<file path="src/common/pes_pkg.sv">
// Purpose: Shared constants and types for the PWM enable, sync and dead-time block
// Assumes: 100 MHz system clock, synchronous active-low reset
// Notes: Cycle counts derive from the printed times and rates
package pes_pkg;
    localparam int unsigned CLK_HZ = 100000000;
    localparam int unsigned CLK_PERIOD_NS = 10;
    localparam int unsigned T_REF_GOOD_NS = 20000;
    localparam int unsigned T_EN_OFF_NS = 2000;
    localparam int unsigned T_EN_MIN_NS = 3000;
    localparam int unsigned OSC_MIN_HZ = 50000;
    localparam int unsigned OSC_MAX_HZ = 1400000;
    localparam int unsigned SYNC_MIN_HZ = 84000;
    localparam int unsigned SYNC_MAX_HZ = 1890000;

    localparam int unsigned CNT_W = 16;
    // Least times round up, fixed delay is exact
    localparam logic [15:0] REF_GOOD_CYC =
        16'((T_REF_GOOD_NS + CLK_PERIOD_NS - 1) / CLK_PERIOD_NS);
    localparam logic [15:0] EN_OFF_CYC = 16'(T_EN_OFF_NS / CLK_PERIOD_NS);
    localparam logic [15:0] EN_MIN_CYC =
        16'((T_EN_MIN_NS + CLK_PERIOD_NS - 1) / CLK_PERIOD_NS);
    // Oscillator periods in clock cycles
    localparam logic [15:0] OSC_PER_MAX = 16'(CLK_HZ / OSC_MIN_HZ);
    localparam logic [15:0] OSC_PER_MIN = 16'((CLK_HZ + OSC_MAX_HZ - 1) / OSC_MAX_HZ);
    localparam logic [15:0] SYNC_PER_MAX = 16'(CLK_HZ / SYNC_MIN_HZ);
    localparam logic [15:0] SYNC_PER_MIN = 16'((CLK_HZ + SYNC_MAX_HZ - 1) / SYNC_MAX_HZ);

    // Register port
    localparam int unsigned ADDR_W = 8;
    localparam logic [7:0] REG_CTRL = 8'h00;
    localparam logic [7:0] REG_OSC_PERIOD = 8'h04;
    localparam logic [7:0] REG_DEAD_SP = 8'h08;
    localparam logic [7:0] REG_DEAD_PS = 8'h0c;
    localparam logic [7:0] REG_STATUS = 8'h10;
    localparam int unsigned CTRL_SYNC_BIT = 0;
    localparam logic [15:0] RST_OSC_PERIOD = 16'h00c8;
    localparam logic [7:0] RST_DEAD = 8'h04;

    // Positions in the synchronised input vector
    localparam int unsigned IN_W = 8;
    localparam int unsigned IN_LOCKOUT = 0;
    localparam int unsigned IN_REF = 1;
    localparam int unsigned IN_HOT = 2;
    localparam int unsigned IN_OVP = 3;
    localparam int unsigned IN_EN = 4;
    localparam int unsigned IN_TSYNC = 5;
    localparam int unsigned IN_TRIP = 6;
    localparam int unsigned IN_SS = 7;

    typedef enum logic [3:0] {
        PES_ST_STANDBY = 4'h1,
        PES_ST_QUALIFY = 4'h2,
        PES_ST_READY = 4'h4,
        PES_ST_RUN = 4'h8
    } pes_state_e;

    typedef enum logic [3:0] {
        PES_SQ_IDLE = 4'h1,
        PES_SQ_SP = 4'h2,
        PES_SQ_ON = 4'h4,
        PES_SQ_PS = 4'h8
    } pes_seq_e;
endpackage

</file>
<file path="src/hw/pes_sync.sv">
// Purpose: Two-stage synchroniser for asynchronous pin levels
// Assumes: Inputs are slow levels relative to CLK
// Notes: First stage feeds only the second stage
module pes_sync #(
    parameter int unsigned WIDTH = 8
) (
    input wire logic CLK,
    input wire logic RSTN,
    input wire logic [WIDTH-1:0] async_in,
    output logic [WIDTH-1:0] sync_out
);
    logic [WIDTH-1:0] meta_ff;
    logic [WIDTH-1:0] sync_ff;

    always_ff @(posedge CLK) begin
        if (!RSTN) begin
            meta_ff <= '0;
            sync_ff <= '0;
        end else begin
            meta_ff <= async_in;
            sync_ff <= meta_ff;
        end
    end

    assign sync_out = sync_ff;
endmodule

</file>
<file path="src/hw/pwm_enable_sync_deadtime.sv">
// Purpose: Start-up qualification, enable decoding, oscillator and dead-time sequencing
// Assumes: Comparator results arrive as asynchronous pin levels
// Notes: Outputs are registered from the next state, so they change in the same cycle as their state
module pwm_enable_sync_deadtime (
    input wire logic CLK,
    input wire logic RSTN,
    input wire logic SUPPLY_LOCKOUT,
    input wire logic REF_GOOD,
    input wire logic THERMAL_SHUTDOWN,
    input wire logic OVERVOLTAGE_SENSE,
    input wire logic ENABLE_IN,
    input wire logic TIMING_SYNC_INPUT,
    input wire logic PEAK_TRIP,
    input wire logic SOFTSTART_REACHED,
    input wire logic [7:0] ADDR,
    input wire logic [31:0] WDATA,
    input wire logic WR_EN,
    input wire logic RD_EN,
    output logic [31:0] RDATA,
    output logic PRIMARY_DRIVE_A,
    output logic PRIMARY_DRIVE_B,
    output logic RECTIFIER_DRIVE_A,
    output logic RECTIFIER_DRIVE_B,
    output logic SOFTSTART_CHARGE,
    output logic STANDBY
);
    logic [pes_pkg::IN_W-1:0] pins;
    logic [pes_pkg::IN_W-1:0] syn;

    assign pins = {SOFTSTART_REACHED, PEAK_TRIP, TIMING_SYNC_INPUT, ENABLE_IN,
                   OVERVOLTAGE_SENSE, THERMAL_SHUTDOWN, REF_GOOD, SUPPLY_LOCKOUT};

    pes_sync #(.WIDTH(pes_pkg::IN_W)) u_sync (
        .CLK(CLK),
        .RSTN(RSTN),
        .async_in(pins),
        .sync_out(syn)
    );

    wire lockout = syn[pes_pkg::IN_LOCKOUT];
    wire ref_good = syn[pes_pkg::IN_REF];
    wire hot = syn[pes_pkg::IN_HOT];
    wire overvoltage_sense = syn[pes_pkg::IN_OVP];
    wire en = syn[pes_pkg::IN_EN];
    wire tsync = syn[pes_pkg::IN_TSYNC];
    wire trip = syn[pes_pkg::IN_TRIP];
    wire ss_reached = syn[pes_pkg::IN_SS];

    // Registers
    logic sync_mode_ff;
    logic [15:0] period_ff;
    logic [7:0] sp_ff;
    logic [7:0] ps_ff;
    logic [31:0] rdata_ff;

    // Qualification and enable state
    pes_pkg::pes_state_e state_ff;
    pes_pkg::pes_state_e nxt_state;
    logic [15:0] ref_cnt_ff;
    logic [15:0] en_hi_cnt_ff;
    logic [15:0] en_lo_cnt_ff;
    logic en_d_ff;
    logic decided_ff;
    logic pulse_ff;

    // Oscillator and sequencer
    logic [15:0] osc_cnt_ff;
    logic tsync_d_ff;
    logic clamp_ff;
    pes_pkg::pes_seq_e seq_ff;
    pes_pkg::pes_seq_e nxt_seq;
    logic [7:0] dt_cnt_ff;
    logic pend_ff;
    logic side_ff;
    logic started_ff;

    logic prim_a_ff;
    logic prim_b_ff;
    logic rect_a_ff;
    logic rect_b_ff;
    logic ss_ff;
    logic standby_ff;

    // Start qualification
    wire ref_ok = ref_cnt_ff == pes_pkg::REF_GOOD_CYC;
    wire start_ok = !lockout && ref_ok && !hot && !overvoltage_sense;
    wire run = state_ff == pes_pkg::PES_ST_RUN;

    // Enable decoding; the noise filter trades 3 us of start latency for immunity
    wire en_valid = en && en_hi_cnt_ff == pes_pkg::EN_MIN_CYC - 16'h0001;
    wire en_fall = en_d_ff && !en;
    wire level_mode = decided_ff && !pulse_ff;
    wire level_off = level_mode && en_lo_cnt_ff == pes_pkg::EN_OFF_CYC - 16'h0001;
    wire pulse_off = decided_ff && pulse_ff && en_valid;
    wire disable_req = level_off || pulse_off;

    always_comb begin
        nxt_state = state_ff;
        case (state_ff)
            pes_pkg::PES_ST_STANDBY: begin
                if (!lockout) begin
                    nxt_state = pes_pkg::PES_ST_QUALIFY;
                end
            end
            pes_pkg::PES_ST_QUALIFY: begin
                if (lockout) begin
                    nxt_state = pes_pkg::PES_ST_STANDBY;
                end else if (start_ok) begin
                    nxt_state = pes_pkg::PES_ST_READY;
                end
            end
            pes_pkg::PES_ST_READY: begin
                if (lockout) begin
                    nxt_state = pes_pkg::PES_ST_STANDBY;
                end else if (!start_ok) begin
                    nxt_state = pes_pkg::PES_ST_QUALIFY;
                end else if (en_valid) begin
                    nxt_state = pes_pkg::PES_ST_RUN;
                end
            end
            pes_pkg::PES_ST_RUN: begin
                if (lockout) begin
                    nxt_state = pes_pkg::PES_ST_STANDBY;
                end else if (!start_ok) begin
                    nxt_state = pes_pkg::PES_ST_QUALIFY;
                end else if (disable_req) begin
                    nxt_state = pes_pkg::PES_ST_READY;
                end
            end
            default: nxt_state = pes_pkg::PES_ST_STANDBY;
        endcase
    end

    wire nxt_run = nxt_state == pes_pkg::PES_ST_RUN;

    always_ff @(posedge CLK) begin
        if (!RSTN) begin
            state_ff <= pes_pkg::PES_ST_STANDBY;
            en_d_ff <= 1'b0;
        end else begin
            state_ff <= nxt_state;
            en_d_ff <= en;
        end
    end

    // Reference must stay good without a break
    always_ff @(posedge CLK) begin
        if (!RSTN || lockout || !ref_good) begin
            ref_cnt_ff <= 16'h0000;
        end else if (!ref_ok) begin
            ref_cnt_ff <= ref_cnt_ff + 16'h0001;
        end
    end

    always_ff @(posedge CLK) begin
        if (!RSTN || !en) begin
            en_hi_cnt_ff <= 16'h0000;
        end else if (en_hi_cnt_ff != pes_pkg::EN_MIN_CYC) begin
            en_hi_cnt_ff <= en_hi_cnt_ff + 16'h0001;
        end
    end

    always_ff @(posedge CLK) begin
        if (!RSTN || en || !run) begin
            en_lo_cnt_ff <= 16'h0000;
        end else if (en_lo_cnt_ff != pes_pkg::EN_OFF_CYC) begin
            en_lo_cnt_ff <= en_lo_cnt_ff + 16'h0001;
        end
    end

    // Mode is fixed by the first fall of enable in a run
    always_ff @(posedge CLK) begin
        if (!RSTN || !run) begin
            decided_ff <= 1'b0;
            pulse_ff <= 1'b0;
        end else if (!decided_ff && en_fall) begin
            decided_ff <= 1'b1;
            pulse_ff <= !ss_reached;
        end
    end

    // Oscillator
    wire [15:0] per_eff = (period_ff < pes_pkg::OSC_PER_MIN) ? pes_pkg::OSC_PER_MIN :
                          (period_ff > pes_pkg::OSC_PER_MAX) ? pes_pkg::OSC_PER_MAX :
                          period_ff;
    wire sync_fall = tsync_d_ff && !tsync;
    // Edges faster than the sync range are ignored rather than shortening the cycle
    wire sync_edge = sync_fall && osc_cnt_ff >= pes_pkg::SYNC_PER_MIN - 16'h0001;
    wire sync_clamp = osc_cnt_ff >= pes_pkg::SYNC_PER_MAX - 16'h0001;
    wire free_end = osc_cnt_ff >= per_eff - 16'h0001;
    wire tick = sync_mode_ff ? (sync_edge || sync_clamp) : free_end;

    always_ff @(posedge CLK) begin
        if (!RSTN) begin
            osc_cnt_ff <= 16'h0000;
            tsync_d_ff <= 1'b0;
            clamp_ff <= 1'b0;
        end else begin
            tsync_d_ff <= tsync;
            osc_cnt_ff <= tick ? 16'h0000 : osc_cnt_ff + 16'h0001;
            if (sync_mode_ff && sync_edge) begin
                clamp_ff <= 1'b0;
            end else if (sync_mode_ff && sync_clamp) begin
                clamp_ff <= 1'b1;
            end
        end
    end

    // Dead-time sequencer, one pulse per oscillator cycle
    wire seq_idle = seq_ff == pes_pkg::PES_SQ_IDLE;
    wire seq_start = run && seq_idle && (tick || pend_ff);
    wire sp_done = dt_cnt_ff == sp_ff - 8'h01;
    wire ps_done = dt_cnt_ff == ps_ff - 8'h01;
    wire prim_end = trip || tick;

    always_comb begin
        nxt_seq = seq_ff;
        case (seq_ff)
            pes_pkg::PES_SQ_IDLE: begin
                if (seq_start) begin
                    nxt_seq = (sp_ff == 8'h00) ? pes_pkg::PES_SQ_ON : pes_pkg::PES_SQ_SP;
                end
            end
            pes_pkg::PES_SQ_SP: begin
                if (sp_done) begin
                    nxt_seq = pes_pkg::PES_SQ_ON;
                end
            end
            pes_pkg::PES_SQ_ON: begin
                if (prim_end) begin
                    nxt_seq = (ps_ff == 8'h00) ? pes_pkg::PES_SQ_IDLE : pes_pkg::PES_SQ_PS;
                end
            end
            pes_pkg::PES_SQ_PS: begin
                if (ps_done) begin
                    nxt_seq = pes_pkg::PES_SQ_IDLE;
                end
            end
            default: nxt_seq = pes_pkg::PES_SQ_IDLE;
        endcase
        if (!nxt_run) begin
            nxt_seq = pes_pkg::PES_SQ_IDLE;
        end
    end

    wire nxt_side = seq_start ? !side_ff : side_ff;
    wire nxt_on = nxt_seq == pes_pkg::PES_SQ_ON;
    wire nxt_busy = nxt_seq != pes_pkg::PES_SQ_IDLE;
    wire nxt_started = nxt_run && (started_ff || nxt_on);
    // Rectifier is the complement of the opposite side's whole sequence, dead times included, so duty never drops below half
    wire nxt_rect_a = nxt_started && !(nxt_busy && nxt_side);
    wire nxt_rect_b = nxt_started && !(nxt_busy && !nxt_side);

    always_ff @(posedge CLK) begin
        if (!RSTN) begin
            seq_ff <= pes_pkg::PES_SQ_IDLE;
            dt_cnt_ff <= 8'h00;
            pend_ff <= 1'b0;
            side_ff <= 1'b1;
            started_ff <= 1'b0;
        end else begin
            seq_ff <= nxt_seq;
            dt_cnt_ff <= (nxt_seq != seq_ff) ? 8'h00 : dt_cnt_ff + 8'h01;
            // A tick during a busy sequence is held until the sequence ends
            pend_ff <= nxt_run && !seq_start && (pend_ff || tick);
            side_ff <= nxt_run ? nxt_side : 1'b1;
            started_ff <= nxt_started;
        end
    end

    always_ff @(posedge CLK) begin
        if (!RSTN) begin
            prim_a_ff <= 1'b0;
            prim_b_ff <= 1'b0;
            rect_a_ff <= 1'b0;
            rect_b_ff <= 1'b0;
            ss_ff <= 1'b0;
            standby_ff <= 1'b1;
        end else begin
            prim_a_ff <= nxt_on && !nxt_side;
            prim_b_ff <= nxt_on && nxt_side;
            rect_a_ff <= nxt_rect_a;
            rect_b_ff <= nxt_rect_b;
            ss_ff <= nxt_run;
            standby_ff <= nxt_state == pes_pkg::PES_ST_STANDBY;
        end
    end

    // Register port
    wire [31:0] status_w = {23'h000000, ref_ok, ss_ff, clamp_ff, decided_ff, pulse_ff,
                            state_ff};
    wire [31:0] rd_mux = (ADDR == pes_pkg::REG_CTRL) ? {31'h00000000, sync_mode_ff} :
                         (ADDR == pes_pkg::REG_OSC_PERIOD) ? {16'h0000, period_ff} :
                         (ADDR == pes_pkg::REG_DEAD_SP) ? {24'h000000, sp_ff} :
                         (ADDR == pes_pkg::REG_DEAD_PS) ? {24'h000000, ps_ff} :
                         (ADDR == pes_pkg::REG_STATUS) ? status_w : 32'h00000000;

    always_ff @(posedge CLK) begin
        if (!RSTN) begin
            sync_mode_ff <= 1'b0;
            period_ff <= pes_pkg::RST_OSC_PERIOD;
            sp_ff <= pes_pkg::RST_DEAD;
            ps_ff <= pes_pkg::RST_DEAD;
            rdata_ff <= 32'h00000000;
        end else begin
            rdata_ff <= RD_EN ? rd_mux : 32'h00000000;
            if (WR_EN && ADDR == pes_pkg::REG_CTRL) begin
                sync_mode_ff <= WDATA[pes_pkg::CTRL_SYNC_BIT];
            end
            if (WR_EN && ADDR == pes_pkg::REG_OSC_PERIOD) begin
                period_ff <= WDATA[15:0];
            end
            if (WR_EN && ADDR == pes_pkg::REG_DEAD_SP) begin
                sp_ff <= WDATA[7:0];
            end
            if (WR_EN && ADDR == pes_pkg::REG_DEAD_PS) begin
                ps_ff <= WDATA[7:0];
            end
        end
    end

    assign RDATA = rdata_ff;
    assign PRIMARY_DRIVE_A = prim_a_ff;
    assign PRIMARY_DRIVE_B = prim_b_ff;
    assign RECTIFIER_DRIVE_A = rect_a_ff;
    assign RECTIFIER_DRIVE_B = rect_b_ff;
    assign SOFTSTART_CHARGE = ss_ff;
    assign STANDBY = standby_ff;
endmodule

</file>
<file path="config.mk">
export PLATFORM = sky130hd
export DESIGN_NAME = pwm_enable_sync_deadtime
export DESIGN_NICKNAME = d
export VERILOG_FILES = /design/src/common/pes_pkg.sv /design/src/hw/pes_sync.sv /design/src/hw/pwm_enable_sync_deadtime.sv
export SDC_FILE = /design/constraint.sdc
export NUM_CORES = 1
export LEC_CHECK = 0
export BUFFER_PORTS_ARGS = -buffer_cell sky130_fd_sc_hd__buf_4
export CORE_MARGIN = 3
export CORE_UTILIZATION = 52
export DETAILED_ROUTE_END_ITERATION = 7
export PLACE_DENSITY_LB_ADDON = 0.1
export SYNTH_ARGS = -nofsm -noshare
export SYNTH_HDL_FRONTEND = slang
export SYNTH_SLANG_ARGS = --single-unit
</file>
<file path="constraint.sdc">
create_clock -name CLK -period 6.7 [get_ports CLK]
set_clock_uncertainty 0.2 [all_clocks]
set_input_delay 0.335 -clock CLK [delete_from_list [all_inputs] [get_ports CLK]]
set_output_delay 0.335 -clock CLK [all_outputs]
set_load 0.005 [all_outputs]
</file>
==> results.tsv <==
stage	metric	value	unit
outcome	status	finished clean	
clocking	TritonCTS clock tree	built	
floorplanning	die width	131.2	um
logic_synthesis	Yosys reg bits	159	
place	detailed placement HPWL	13.02	mm
timing	RSZ-0062 raised after global routing	no	
cells_and_area	most common cell after layout, fill and taps aside	dfxtp_1	
cells_and_area	commonest cells after routing, fill and taps aside	dfxtp_1 (159), nand2_1 (106), nor2_1 (100), buf_4 (60), xor2_1 (54)	
logic_synthesis	post-synthesis cell count	957	
grt	first-pass GRT wire length	31.31	mm
cells_and_area	register area	0.003183	mm^2
timing	final hold vios	0	
drt	DRT antenna net count	0	
timing	Tmin final	5.398	ns
timing	Peak Freq	185.2	MHz
clocking	CTS buffer count	17	
drt	First-pass DRT Iterations	4	
floorplanning	Initial Util	0.5342	
logic_synthesis	average size of a mapped cell	8.518	um^2
critical_path	CP Class	flop to flop	
pwr	ratio of total power to cell area	210.1	mW/mm^2
clocking	Max H-tree Level	4	
critical_path	CP startpoint kind	flop	
cells_and_area	fin nets	1112	
drt	WL/cell	14.73	um
grt	largest net degree at the start of global routing	64	
clocking	clock-pin slew on the worst setup and hold paths	0.07	ns
pwr	Leak	3.649	nW
timing	max-slew violations	0	
critical_path	Data required, critical path	6.79	ns
clocking	postcts setup bufs	0	
timing	Slew HR	0.1700	
timing	Least-Margin Pin Slew	1.235	ns
hold_path	class of the worst hold path	input pin to flop	
pwr	Worst IR Drop VDD	218.0	uV
grt	All-Layer GR Usage	0.2193	
logic_synthesis	area share of the largest cell type after synthesis	0.3905	
cells_and_area	multi-input logic area	0.004706	mm^2
logic_synthesis	leading area contributor after synthesis	dfxtp_1	
critical_path	arrival time worst endpoint	5.49	ns
job	max cap viols	0	
grt	vias in the first global route	6389	
critical_path	Setup crit end kind	flop	
grt	GRT overflow	0	
logic_synthesis	Synth async-reset ratio	0	
drt	via count	6764	
drt	drt via density	5.390	
floorplanning	die area	0.01721	mm^2
drt	final wirelength	18.48	mm
floorplanning	Core ar.	0.01526	mm^2
clocking	CTS root buffer	clkbuf_16	
floorplanning	Die H	131.2	um
clocking	worst skew pair latency	0.44	ns
logic_synthesis	number of enable flip-flop cells after synthesis	0	
clocking	clk sink count	159	
logic_synthesis	Seq/Total Area, Yosys	0.3905	
logic_synthesis	Post-Synthesis Cell Area	0.008152	mm^2
logic_synthesis	Ys Warns	0	
cells_and_area	P&R area growth vs syn	16.72	%
logic_synthesis	Synth area leaders	dfxtp_1 (39%), xor2_1 (5.8%), nand2_1 (4.9%)	
grt	initial antenna violation count	0	
pwr	total chip power	1.999	mW
timing	fraction of the cycle the final worst path needs	0.8057	
floorplanning	row cnt	45	
cells_and_area	layout cell share with drive strength beyond 1	0.1044	
drt	First DRT Iteration DRCs	388	
timing	final setup vio count	0	
timing	TNS Setup	0	ns
cells_and_area	fill count	1356	
place	GPL Wtd Cong	0.8193	
cells_and_area	Ant. Diodes	0	
critical_path	crit-path max FO	9	
clocking	clock tree buffer depth	2	
logic_synthesis	Post-synth top flop	dfxtp_1	
drt	Post-route DRC	0	
place	Port-buffer cells	57	
floorplanning	IO Count	90	
logic_synthesis	synth unique cells	71	
## cell type report
type	count	share of cell area
multi-input cells	745	0.4946
clock inverters	14	0.01420
clock buffers	18	0.04616
flip-flops and latches	159	0.3346
inverters	23	0.009074
repair buffers	85	0.07365
well taps	211	0.02775
## worst paths after layout
path / from / end / slack (ns) / cells past startpoint
worst min register to register: u_sync.sync_out[7] / pulse_ff / 0.23 / 1
worst max-delay path: period_ff[0] / dt_cnt_ff[5] / 1.30 / 18
worst max register to register: period_ff[0] / dt_cnt_ff[5] / 1.30 / 18
worst min-delay path: WR_EN / sync_mode_ff / 0.04 / 3
## logic make-up (layout without fill, tap and decap cells)
kind of cell    Yosys count  in the layout  synth area share
flops                   159            159            0.3905
simple gates            448            448            0.2866
mux                      20             20           0.02487
buf+inv                  72            140           0.04098
compound gates          147            147            0.1257
fa+ha+maj                29             29           0.04451
other cells               2             21         0.0009213
xor+xnor                 80             80           0.08596
## synthesized netlist by cell type (3+ instances only)
master / instances
nand3_1: 50
nand2b_1: 15
xor2_1: 54
inv_1: 23
mux2i_1: 18
buf_4: 16
o211ai_1: 6
nor3_1: 26
nor2_1: 100
nand4b_1: 3
and2_1: 30
o31ai_1: 5
ha_1: 29
a21oi_1: 38
nand2_1: 106
and3_1: 15
a211oi_1: 3
a21boi_0: 14
a211o_1: 4
a31oi_1: 6
nor4b_1: 7
nor2b_1: 21
clkbuf_1: 29
o21ai_0: 35
buf_2: 3
dfxtp_1: 159
nor4_1: 6
and3b_1: 3
or4_1: 9
nand4_1: 16
a22o_1: 7
a2111oi_0: 5
xnor2_1: 26
or3_1: 10
nor3b_1: 8
nand3b_1: 7
## per-layer routing
layer	GRT usage	part of all wire	up-vias
met5	0	0	-
met4	0.08693	0.024	0
met3	0.04096	0.033	30
met1	0.2968	0.49	3156
li1	-	-	3467
met2	0.3479	0.45	111
## flip-flops by register name, summed over array words and instances, names as in the netlist, 16 cells and up
register,cells
en_lo_cnt_ff,16
RDATA,16
osc_cnt_ff,16
ref_cnt_ff,16
period_ff,16
en_hi_cnt_ff,16
## repair_timing
action / 4_1_cts / 5_1_grt
hold buffers: 25 / 0
gates resized for setup: 0 / 0
endpoints found under the hold margin: 35 / 0
## report_power, final
group / switching [mW] / internal (mW)
clock: 0.437 / 0.504
sequential: 0.0131 / 0.956
combinational: 0.0439 / 0.0454
total: 0.494 / 1.51
## worst max-delay path, stage by stage (launching register included)
cell and delay, ns:
dfxtp_1 0.35, or4_1 0.62, a21oi_1 0.19, o21ai_1 0.17, nor2b_1 0.35, and3b_1 0.28
nor4b_1 0.31, xor2_1 0.17, nor2_1 0.06, ha_1 0.30, nand2_1 0.05, nor3_1 0.20
or4b_2 0.62, a31oi_1 0.22, buf_4 0.20, o2111ai_4 0.21, nor3b_1 0.23, a211oi_4 0.41
nor3_1 0.11
## per-stage QoR
stage,utilization,hold WS [ns],setup slack [ns],cells,area (um^2)
3_5_place_dp,0.5695,0.2184,1.316,1198,8690
3_3_place_gp,0.5695,0.2138,1.370,1198,8690
6_report,0.6235,0.03613,1.302,1255,9514
2_1_floorplan,-,0.1877,1.701,976,8223
4_1_cts,0.6235,0.01360,1.297,1255,9514
5_1_grt,0.6235,0.02980,0.7753,1255,9514
Power figures use the tool's default switching activity.
